--- config.mk ---
export PLATFORM = sky130hd
export DESIGN_NAME = elao_top
export DESIGN_NICKNAME = d
export VERILOG_FILES = /design/src/hw/elao_pkg.sv /design/src/hw/elao_top.sv /design/src/hw/elao_alu.sv
export VERILOG_INCLUDE_DIRS = /design/src /design/src/hw
export SDC_FILE = /design/constraint.sdc
export NUM_CORES = 2
export LEC_CHECK = 0
export CORE_MARGIN = 3
export CORE_UTILIZATION = 34
export DETAILED_ROUTE_END_ITERATION = 16
export DONT_BUFFER_PORTS = 1
export PLACE_DENSITY = 0.56
export SLEW_MARGIN = 25
export SYNTH_ARGS = -nofsm -noshare
export SYNTH_HDL_FRONTEND = slang
export SYNTH_HIERARCHICAL = 1
export SYNTH_SLANG_ARGS = --single-unit
--- constraint.sdc ---
create_clock -name clock -period 22.1 [get_ports clock]
set_input_delay 5.525 -clock clock [delete_from_list [all_inputs] [get_ports clock]]
set_output_delay 5.525 -clock clock [all_outputs]
set_load 0.05 [all_outputs]
--- src/hw/elao_defs.svh ---
// Purpose: named constants for the extended logic/arith datapath
// Assumes: included by bare name; definitions only
// Notes: section and offset widths size the local data memory
`ifndef ELAO_DEFS_SVH
`define ELAO_DEFS_SVH

`define ELAO_SECT_W     2
`define ELAO_OFF_W      7
`define ELAO_ADDR_W     9
`define ELAO_MEM_WORDS  512
`define ELAO_BYTE_W     8
`define ELAO_SIGN_BIT   7
`define ELAO_NIB_W      4
`define ELAO_ZERO_BYTE  8'h00
`define ELAO_ACC_RST    8'h00
`define ELAO_LATCH_RST  8'h00

`endif

--- src/hw/elao_pkg.sv ---
// Purpose: types shared by the datapath and its arithmetic unit
// Assumes: elao_defs.svh supplies widths
// Notes: operation codes are written out in binary
`include "elao_defs.svh"

package elao_pkg;

   typedef enum logic [3:0]
   {
      OP_TABLE_READ          = 4'b0000,
      OP_XOR_ACC             = 4'b0001,
      OP_XOR_TO_MEMORY       = 4'b0010,
      OP_XOR_IMM             = 4'b0011,
      OP_LONG_ADD_CARRY_ACC  = 4'b0100,
      OP_LONG_ADD_CARRY_MEM  = 4'b0101,
      OP_LONG_ADD_ACC        = 4'b0110,
      OP_LONG_ADD_MEM        = 4'b0111,
      OP_LONG_AND_ACC        = 4'b1000,
      OP_LONG_AND_MEM        = 4'b1001,
      OP_LONG_CLEAR_BYTE     = 4'b1010,
      OP_LONG_CLEAR_BIT      = 4'b1011,
      OP_NOP                 = 4'b1111
   } elao_op_e;

   typedef enum logic [1:0]
   {
      KIND_LOGIC = 2'b00,
      KIND_ADD   = 2'b01,
      KIND_NONE  = 2'b10
   } elao_kind_e;

   typedef struct packed
   {
      logic signed_wrap_flag;
      logic zero_flag;
      logic nibble_carry_flag;
      logic carry_flag;
      logic result_sign_flag;
   } elao_flags_s;

   typedef struct packed
   {
      logic                       valid;
      elao_op_e                   op;
      logic [`ELAO_SECT_W-1:0]    section;
      logic [`ELAO_OFF_W-1:0]     offset;
      logic [2:0]                 bit_sel;
      logic [`ELAO_BYTE_W-1:0]    literal;
      logic [2*`ELAO_BYTE_W-1:0]  prog_word;
   } elao_instr_s;

   typedef struct packed
   {
      logic                       en;
      logic [`ELAO_ADDR_W-1:0]    addr;
      logic [`ELAO_BYTE_W-1:0]    data;
   } elao_wr_s;

endpackage

--- src/hw/elao_top.sv ---
// Purpose: execute table read, xor and extended data-memory instructions
// Assumes: one instruction per valid cycle; results long_and_acc on the next edge
// Notes: local data memory split into sections; ordinary ops use cur_section
// How it works
// - table read: low byte to memory, high to latch
// - xor with memory into acc, zero flag only
// - xor acc into memory byte, zero flag only
// - xor literal into acc, zero flag only
// - extended ops address any section directly
// - add with carry into acc, arithmetic flags
// - add with carry into memory, arithmetic flags
// - add into acc without carry, arithmetic flags
// - add into memory without carry, arithmetic flags
// - and with memory into acc, zero flag
// - and acc into memory byte, zero flag
// - clear memory byte, flags unchanged
// - clear one selected bit, flags unchanged
`timescale 1ns/1ps
`default_nettype none
`include "elao_defs.svh"

module elao_top
   import elao_pkg::*;
(
   input  wire logic                    clock,
   input  wire logic                    reset,
   input  wire elao_instr_s             instr,
   input  wire logic [`ELAO_SECT_W-1:0] cur_section,
   output logic      [`ELAO_BYTE_W-1:0] acc_q,
   output elao_flags_s                  flags_q,
   output logic      [`ELAO_BYTE_W-1:0] table_high_latch_q,
   output elao_wr_s                     mem_wr_q,
   output logic                         done_q
);

   logic [`ELAO_BYTE_W-1:0] mem_q [`ELAO_MEM_WORDS];

   function automatic logic is_extended(input elao_op_e op);
      is_extended = (op >= OP_LONG_ADD_CARRY_ACC) && (op <= OP_LONG_CLEAR_BIT);
   endfunction

   function automatic logic is_zero(input logic [`ELAO_BYTE_W-1:0] v);
      is_zero = (v == `ELAO_ZERO_BYTE);
   endfunction

   wire                          go = instr.valid;
   wire                          ext = is_extended(instr.op);
   wire [`ELAO_SECT_W-1:0]       sect = ext ? instr.section : cur_section;
   wire [`ELAO_ADDR_W-1:0]       addr = {sect, instr.offset};
   wire [`ELAO_BYTE_W-1:0]       rd_data = mem_q[addr];
   wire                          use_cin = (instr.op == OP_LONG_ADD_CARRY_ACC)
                                        || (instr.op == OP_LONG_ADD_CARRY_MEM);
   wire                          cin = use_cin & flags_q.carry_flag;
   wire [`ELAO_BYTE_W-1:0]       opnd = (instr.op == OP_XOR_IMM) ? instr.literal : rd_data;
   wire [`ELAO_BYTE_W-1:0]       bit_mask = 8'h01 << instr.bit_sel;

   logic [`ELAO_BYTE_W-1:0] sum;
   logic [`ELAO_BYTE_W-1:0] and_out;
   logic [`ELAO_BYTE_W-1:0] xor_out;
   elao_flags_s             add_flags;

   elao_alu u_alu
   (
      .a         (acc_q),
      .b         (opnd),
      .carry_in  (cin),
      .sum       (sum),
      .and_out   (and_out),
      .xor_out   (xor_out),
      .add_flags (add_flags)
   );

   logic [`ELAO_BYTE_W-1:0] result;
   logic                    to_acc;
   logic                    to_mem;
   elao_kind_e              kind;

   always_comb
   begin
      result = `ELAO_ZERO_BYTE;
      to_acc = 1'b0;
      to_mem = 1'b0;
      kind   = KIND_NONE;
      case (instr.op)
         OP_TABLE_READ:
         begin
            result = instr.prog_word[`ELAO_BYTE_W-1:0];
            to_mem = 1'b1;
         end
         OP_XOR_ACC, OP_XOR_IMM:
         begin
            result = xor_out;
            to_acc = 1'b1;
            kind   = KIND_LOGIC;
         end
         OP_XOR_TO_MEMORY:
         begin
            result = xor_out;
            to_mem = 1'b1;
            kind   = KIND_LOGIC;
         end
         OP_LONG_ADD_CARRY_ACC, OP_LONG_ADD_ACC:
         begin
            result = sum;
            to_acc = 1'b1;
            kind   = KIND_ADD;
         end
         OP_LONG_ADD_CARRY_MEM, OP_LONG_ADD_MEM:
         begin
            result = sum;
            to_mem = 1'b1;
            kind   = KIND_ADD;
         end
         OP_LONG_AND_ACC:
         begin
            result = and_out;
            to_acc = 1'b1;
            kind   = KIND_LOGIC;
         end
         OP_LONG_AND_MEM:
         begin
            result = and_out;
            to_mem = 1'b1;
            kind   = KIND_LOGIC;
         end
         OP_LONG_CLEAR_BYTE:
         begin
            result = `ELAO_ZERO_BYTE;
            to_mem = 1'b1;
         end
         OP_LONG_CLEAR_BIT:
         begin
            result = rd_data & ~bit_mask;
            to_mem = 1'b1;
         end
         default:
         begin
            result = `ELAO_ZERO_BYTE;
         end
      endcase
   end

   // logic ops touch only the zero flag; adds load all flags from the alu; others keep all flags
   elao_flags_s flags_d;
   always_comb
   begin
      flags_d = flags_q;
      case (kind)
         KIND_ADD:   flags_d = add_flags;
         KIND_LOGIC: flags_d.zero_flag = is_zero(result);
         default:    flags_d = flags_q;
      endcase
   end

   wire mem_we = go & to_mem;

   always_ff @(posedge clock or posedge reset)
   begin
      if (reset)
      begin
         acc_q              <= `ELAO_ACC_RST;
         flags_q            <= '0;
         table_high_latch_q <= `ELAO_LATCH_RST;
         mem_wr_q           <= '0;
         done_q             <= 1'b0;
      end
      else
      begin
         done_q       <= go;
         mem_wr_q.en  <= mem_we;
         if (go)
         begin
            mem_wr_q.addr <= addr;
            mem_wr_q.data <= result;
            flags_q       <= flags_d;
         end
         if (go && to_acc)
            acc_q <= result;
         if (go && instr.op == OP_TABLE_READ)
            table_high_latch_q <= instr.prog_word[2*`ELAO_BYTE_W-1:`ELAO_BYTE_W];
      end
   end

   // memory holds no reset; contents are software state
   always_ff @(posedge clock)
   begin
      if (mem_we)
         mem_q[addr] <= result;
   end

   wire op_logic = go && (instr.op inside {OP_XOR_ACC, OP_XOR_TO_MEMORY, OP_XOR_IMM,
                                           OP_LONG_AND_ACC, OP_LONG_AND_MEM});
   wire op_quiet = go && (instr.op inside {OP_TABLE_READ, OP_LONG_CLEAR_BYTE,
                                           OP_LONG_CLEAR_BIT});

   property p_table_read;
      @(posedge clock) disable iff (reset)
      (go && instr.op == OP_TABLE_READ) |=>
         mem_wr_q.en && mem_wr_q.data == $past(instr.prog_word[`ELAO_BYTE_W-1:0])
         && table_high_latch_q == $past(instr.prog_word[2*`ELAO_BYTE_W-1:`ELAO_BYTE_W]);
   endproperty
   a_table_read: assert property (p_table_read) else $error("table read mismatch");

   property p_xor_acc;
      @(posedge clock) disable iff (reset)
      (go && instr.op == OP_XOR_ACC) |=> acc_q == ($past(acc_q) ^ $past(rd_data));
   endproperty
   a_xor_acc: assert property (p_xor_acc) else $error("xor to acc wrong");

   property p_xor_mem;
      @(posedge clock) disable iff (reset)
      (go && instr.op == OP_XOR_TO_MEMORY) |=>
         mem_wr_q.en && mem_wr_q.data == ($past(acc_q) ^ $past(rd_data))
         && $stable(acc_q);
   endproperty
   a_xor_mem: assert property (p_xor_mem) else $error("xor to memory wrong");

   property p_xor_imm;
      @(posedge clock) disable iff (reset)
      (go && instr.op == OP_XOR_IMM) |=> acc_q == ($past(acc_q) ^ $past(instr.literal));
   endproperty
   a_xor_imm: assert property (p_xor_imm) else $error("xor immediate wrong");

   property p_ext_addr;
      @(posedge clock) disable iff (reset)
      (go && ext && to_mem) |=> mem_wr_q.addr[`ELAO_ADDR_W-1:`ELAO_OFF_W] == $past(instr.section);
   endproperty
   a_ext_addr: assert property (p_ext_addr) else $error("extended section ignored");

   property p_add_carry;
      @(posedge clock) disable iff (reset)
      (go && instr.op == OP_LONG_ADD_CARRY_ACC) |=>
         {flags_q.carry_flag, acc_q} == {1'b0, $past(acc_q)} + {1'b0, $past(rd_data)}
                                       + {{`ELAO_BYTE_W{1'b0}}, $past(flags_q.carry_flag)};
   endproperty
   a_add_carry: assert property (p_add_carry) else $error("add with carry wrong");

   property p_add_mem;
      @(posedge clock) disable iff (reset)
      (go && instr.op == OP_LONG_ADD_MEM) |=>
         mem_wr_q.data == 8'($past(acc_q) + $past(rd_data)) && $stable(acc_q);
   endproperty
   a_add_mem: assert property (p_add_mem) else $error("add to memory wrong");

   property p_and_mem;
      @(posedge clock) disable iff (reset)
      (go && instr.op == OP_LONG_AND_MEM) |=>
         mem_wr_q.data == ($past(acc_q) & $past(rd_data));
   endproperty
   a_and_mem: assert property (p_and_mem) else $error("and to memory wrong");

   property p_quiet_flags;
      @(posedge clock) disable iff (reset)
      op_quiet |=> $stable(flags_q);
   endproperty
   a_quiet_flags: assert property (p_quiet_flags) else $error("flags moved");

   property p_clear_bit;
      @(posedge clock) disable iff (reset)
      (go && instr.op == OP_LONG_CLEAR_BIT) |=>
         mem_wr_q.data == ($past(rd_data) & ~$past(bit_mask));
   endproperty
   a_clear_bit: assert property (p_clear_bit) else $error("clear bit wrong");

   property p_zero_flag;
      @(posedge clock) disable iff (reset)
      op_logic |=> flags_q.zero_flag == is_zero($past(result))
         && flags_q.carry_flag == $past(flags_q.carry_flag);
   endproperty
   a_zero_flag: assert property (p_zero_flag) else $error("zero flag wrong");

   property p_cov_carry_chain;
      @(posedge clock) disable iff (reset)
      (go && instr.op == OP_LONG_ADD_ACC) ##1 (go && instr.op == OP_LONG_ADD_CARRY_ACC);
   endproperty
   c_carry_chain: cover property (p_cov_carry_chain);

   property p_cov_overflow;
      @(posedge clock) disable iff (reset)
      flags_q.signed_wrap_flag;
   endproperty
   c_overflow: cover property (p_cov_overflow);

   property p_cov_other_section;
      @(posedge clock) disable iff (reset)
      go && ext && instr.section != cur_section;
   endproperty
   c_other_section: cover property (p_cov_other_section);

endmodule
`default_nettype wire

--- src/hw/elao_alu.sv ---
// Purpose: eight-bit add and logic unit with flag generation
// Assumes: purely combinational; caller selects which flags to keep
// Notes: sign flag is the sign of the true nine-bit signed sum
`timescale 1ns/1ps
`default_nettype none
`include "elao_defs.svh"

module elao_alu
   import elao_pkg::*;
(
   input  wire logic [`ELAO_BYTE_W-1:0] a,
   input  wire logic [`ELAO_BYTE_W-1:0] b,
   input  wire logic                    carry_in,
   output logic      [`ELAO_BYTE_W-1:0] sum,
   output logic      [`ELAO_BYTE_W-1:0] and_out,
   output logic      [`ELAO_BYTE_W-1:0] xor_out,
   output elao_flags_s                  add_flags
);

   logic [`ELAO_BYTE_W:0] sum_wide;
   logic [`ELAO_NIB_W:0]  nib_wide;
   logic                  wrap;

   assign sum_wide = {1'b0, a} + {1'b0, b} + {{`ELAO_BYTE_W{1'b0}}, carry_in};
   assign nib_wide = {1'b0, a[`ELAO_NIB_W-1:0]} + {1'b0, b[`ELAO_NIB_W-1:0]}
                   + {{`ELAO_NIB_W{1'b0}}, carry_in};
   assign sum      = sum_wide[`ELAO_BYTE_W-1:0];
   assign and_out  = a & b;
   assign xor_out  = a ^ b;
   // overflow: operands agree in sign, result disagrees
   assign wrap     = (a[`ELAO_SIGN_BIT] == b[`ELAO_SIGN_BIT])
                   && (sum[`ELAO_SIGN_BIT] != a[`ELAO_SIGN_BIT]);

   assign add_flags.signed_wrap_flag  = wrap;
   assign add_flags.zero_flag         = (sum == `ELAO_ZERO_BYTE);
   assign add_flags.nibble_carry_flag = nib_wide[`ELAO_NIB_W];
   assign add_flags.carry_flag        = sum_wide[`ELAO_BYTE_W];
   assign add_flags.result_sign_flag  = wrap ^ sum[`ELAO_SIGN_BIT];

endmodule
`default_nettype wire

==> flow_metrics.tcl <==
set metrics [dict create \
    p_leak_uw 0.0575 \
    drv_slew 0 \
    crit_slowest_cell "buf_4" \
    finClkSkew_ns 0.0983 \
    die-area_um2 484000 \
    coreArea_um2 473000 \
    post_cts_resized 0 \
    grt_max_degree 216 \
    critPathArrivalTime_ns 15.87 \
    worst_ir_drop_vdd_v 0.0000874 \
    path_clk_slew_ns 0.07 \
    cts_hold_buf 0 \
    cts.path.max_buffers 4 \
    total_power_uw 18600 \
    synth_top_area_share_pct 76.0 \
    critical_path_buf_inv_count 9 \
    clockRootBuffer "clkbuf_16" \
    yosysWarnings 6 \
    yosysSeqAreaShare_pct 76.7 \
    worst_slack_ns 6.84 \
    cp_cell_sequence "buf_16 -> buf_16 -> buf_16 -> buf_16 -> buf_16 -> buf_16 -> mux4_2 -> a22o_1 -> a221oi_1 -> a31oi_1 -> a2111o_1 -> nor3_1 -> nand4_1 -> mux2_2 -> ha_1 -> nand2b_1 -> a21oi_1 -> or4b_1 -> nand3_1 -> a222oi_1 -> o21a_2 -> inv_8 -> buf_12 -> buf_4" \
    drc 0 \
    ys_types 95 \
    setup_viol_count_final 0 \
    cp-end-kind "register" \
    slowest_delay_ns 0.73 \
    synth_ff_type "edfxtp_1" \
    clk_latency_ns 1.01 \
    cp_max_fo 185 \
    boundaryPins 85 \
    use_met3_pct 4.84 \
    yosys-top-cells-area "edfxtp_1 76%, mux4_2 11%, mux2i_1 4.0%" \
    gp_congestion 0.891 \
    yosys.area.top_type "edfxtp_1" \
    dr.pass1.iters 6 \
    whs_ns 0.818 \
    synth-edff-count 4096 \
    hold_violations 0 \
    relSlewSlack_pct 16.7 \
    maxClockFrequency_mhz 65.5 \
    cap_violations 0 \
    place_area_um2 169000 \
    synth_cells 7978 \
    drtIter0Drc 11489 \
    syn_to_final_growth_pct 13.2 \
    grt_pass1_wl_mm 682 \
    rsz0062_at_grt "false" \
    htreeDepth 5 \
    grt_util_met2_pct 31.4 \
    initial_core_util_pct 34.2 \
    routed_wl_mm 494 \
    wl_per_cell_um 33.7 \
    use_met1_pct 27.0 \
    layout.nets 8143 \
    cts_tree "yes" \
    syn-cell-area_um2 162000 \
    cts_made_buffers 411 \
    portBuffers 0 \
    chipWidth_um 696 \
    ant_nets 0 \
    synthArstFlopShare_pct 0.967 \
    hpwl_mm 298 \
    cp_common_cell "buf_16" \
    postLayoutCellArea_um2 183000 \
    overflow 0 \
    grt-busiest-layer "met2" \
    layout_commonest_cell "edfxtp_1" \
    worst_pin_slew_ns 1.24 \
    syn-num-nets 8036 \
    layout_common_cells "4096 x edfxtp_1, 772 x mux4_2, 641 x mux2i_1, 555 x nor2_1, 412 x clkbuf_16" \
    nFillCells 41893 \
    cp-start-kind "primary input" \
    final.setup.tns_ns 0 \
    synth_area_per_cell_um2 20.3 \
    holdCritPathClass "reg -> reg" \
    ys_seq_elements 4136 \
    crit_family "buffers and inverters" \
    power_density_nw_per_um2 101 \
    cts.sinks 4136 \
    cp.required_ns 22.71 \
    dp_slack_ns 6.34 \
    fin_crit_ns 15.26 \
    min_period_over_period_pct 69.0 \
    critPathKind "in -> reg" \
    antenna_found_initial 44 \
    die_h_um 696 \
    status "finished clean" \
    viasPerCell 5.68 \
    grt_usage_pct 20.0 \
    rows 252 \
    postCtsSetupBuffers 0 \
    grt_pass1_vias 82422 \
    via_count 83201 \
    drive_gt1_share_pct 21.0 \
]
cell families (layout without fill, tap and decap cells):
logic type               after synthesis  count (layout)  synth area share, %
multiplexers                        1471            1471                 15.2
other                                  0               9                    0
AND/OR/NAND/NOR                     1043            1043                 2.91
XOR/XNOR                               5               5               0.0271
AO/OA/AOI/OAI                        782             782                 3.40
buffers and inverters                528             977                 1.74
flip-flops                          4136            4136                 76.7
adder cells (fa/ha/maj)               13              13                0.110
synth_stat cells (22+ instances only):
master       n
edfxtp_1  4096
buf_1       36
o21ai_0     78
a21oi_1    105
nor2_1     589
mux2_2      50
a22o_1      36
buf_6       56
a22oi_1    263
mux2i_1    645
nand4_1     22
nand2_1    147
buf_2      151
nor3_1      30
o22ai_1     68
a31oi_1     28
nor4_1      30
nor2b_1     29
clkbuf_1   209
a221oi_1    69
buf_4       51
nand3_1     91
dfrtp_1     40
mux4_2     772
sequential cells by signal, summed over array words and instances, names as in the netlist:
name and flops:
mem_q 4096, mem_wr_q 18, acc_q 8, table_high_latch_q 8
flags_q 5, done_q 1
power by group:
group	switching, µW	internal (µW)	total, µW
combinational	1490	348	1840
clock	3060	4010	7070
sequential	93.5	9570	9670
final cells by class:
cell class | instances | area, µm² | area share [%]
sequential | 4136 | 124000 | 67.7
multi-input combinational | 3314 | 35500 | 19.4
clock buffer | 497 | 10700 | 5.86
tap | 6223 | 7790 | 4.25
clock inverter | 258 | 2880 | 1.57
timing repair buffer | 200 | 2080 | 1.14
inverter | 22 | 141 | 0.0772
antenna | 9 | 22.5 | 0.0123
routing by layer:
layer / up-vias / share of wire (%)
li1: 33238 / -
met1: 44762 / 39
met2: 4408 / 46
met3: 777 / 9.9
met4: 16 / 4.2
met5: - / 0.029
metrics by stage:
step                utilization, %  instances
floorplan                        -       7978
global placement              35.7      13880
detailed placement            35.8      13892
CTS                           38.7      14647
global route                  38.7      14651
finish                        38.7      14659
worst min-delay path, delay by kind of cell, from the launching register on:
family,cells,cell delay [ns]
AO/OA/AOI/OAI,1,0.05
flip-flops,1,0.57
AND/OR/NAND/NOR,1,0.17
worst paths after layout:
check	start	endpoint	slack (ns)	cells past startpoint
min in group asynchronous	reset	done_q$_DFF_PP0_	4.44	1
max	instr[28]	mem_q[71][5]$_DFFE_PP_	6.84	24
min reg2reg	mem_wr_q[2]$_DFFE_PP0P_	mem_wr_q[2]$_DFFE_PP0P_	0.82	2
max reg2reg	mem_q[15][0]$_DFFE_PP_	mem_q[69][6]$_DFFE_PP_	13.55	21
max in group asynchronous	reset	mem_wr_q[17]$_DFF_PP0_	16.72	2
min	mem_wr_q[2]$_DFFE_PP0P_	mem_wr_q[2]$_DFFE_PP0P_	0.82	2
Note: power is estimated with default switching activity, not from simulation.
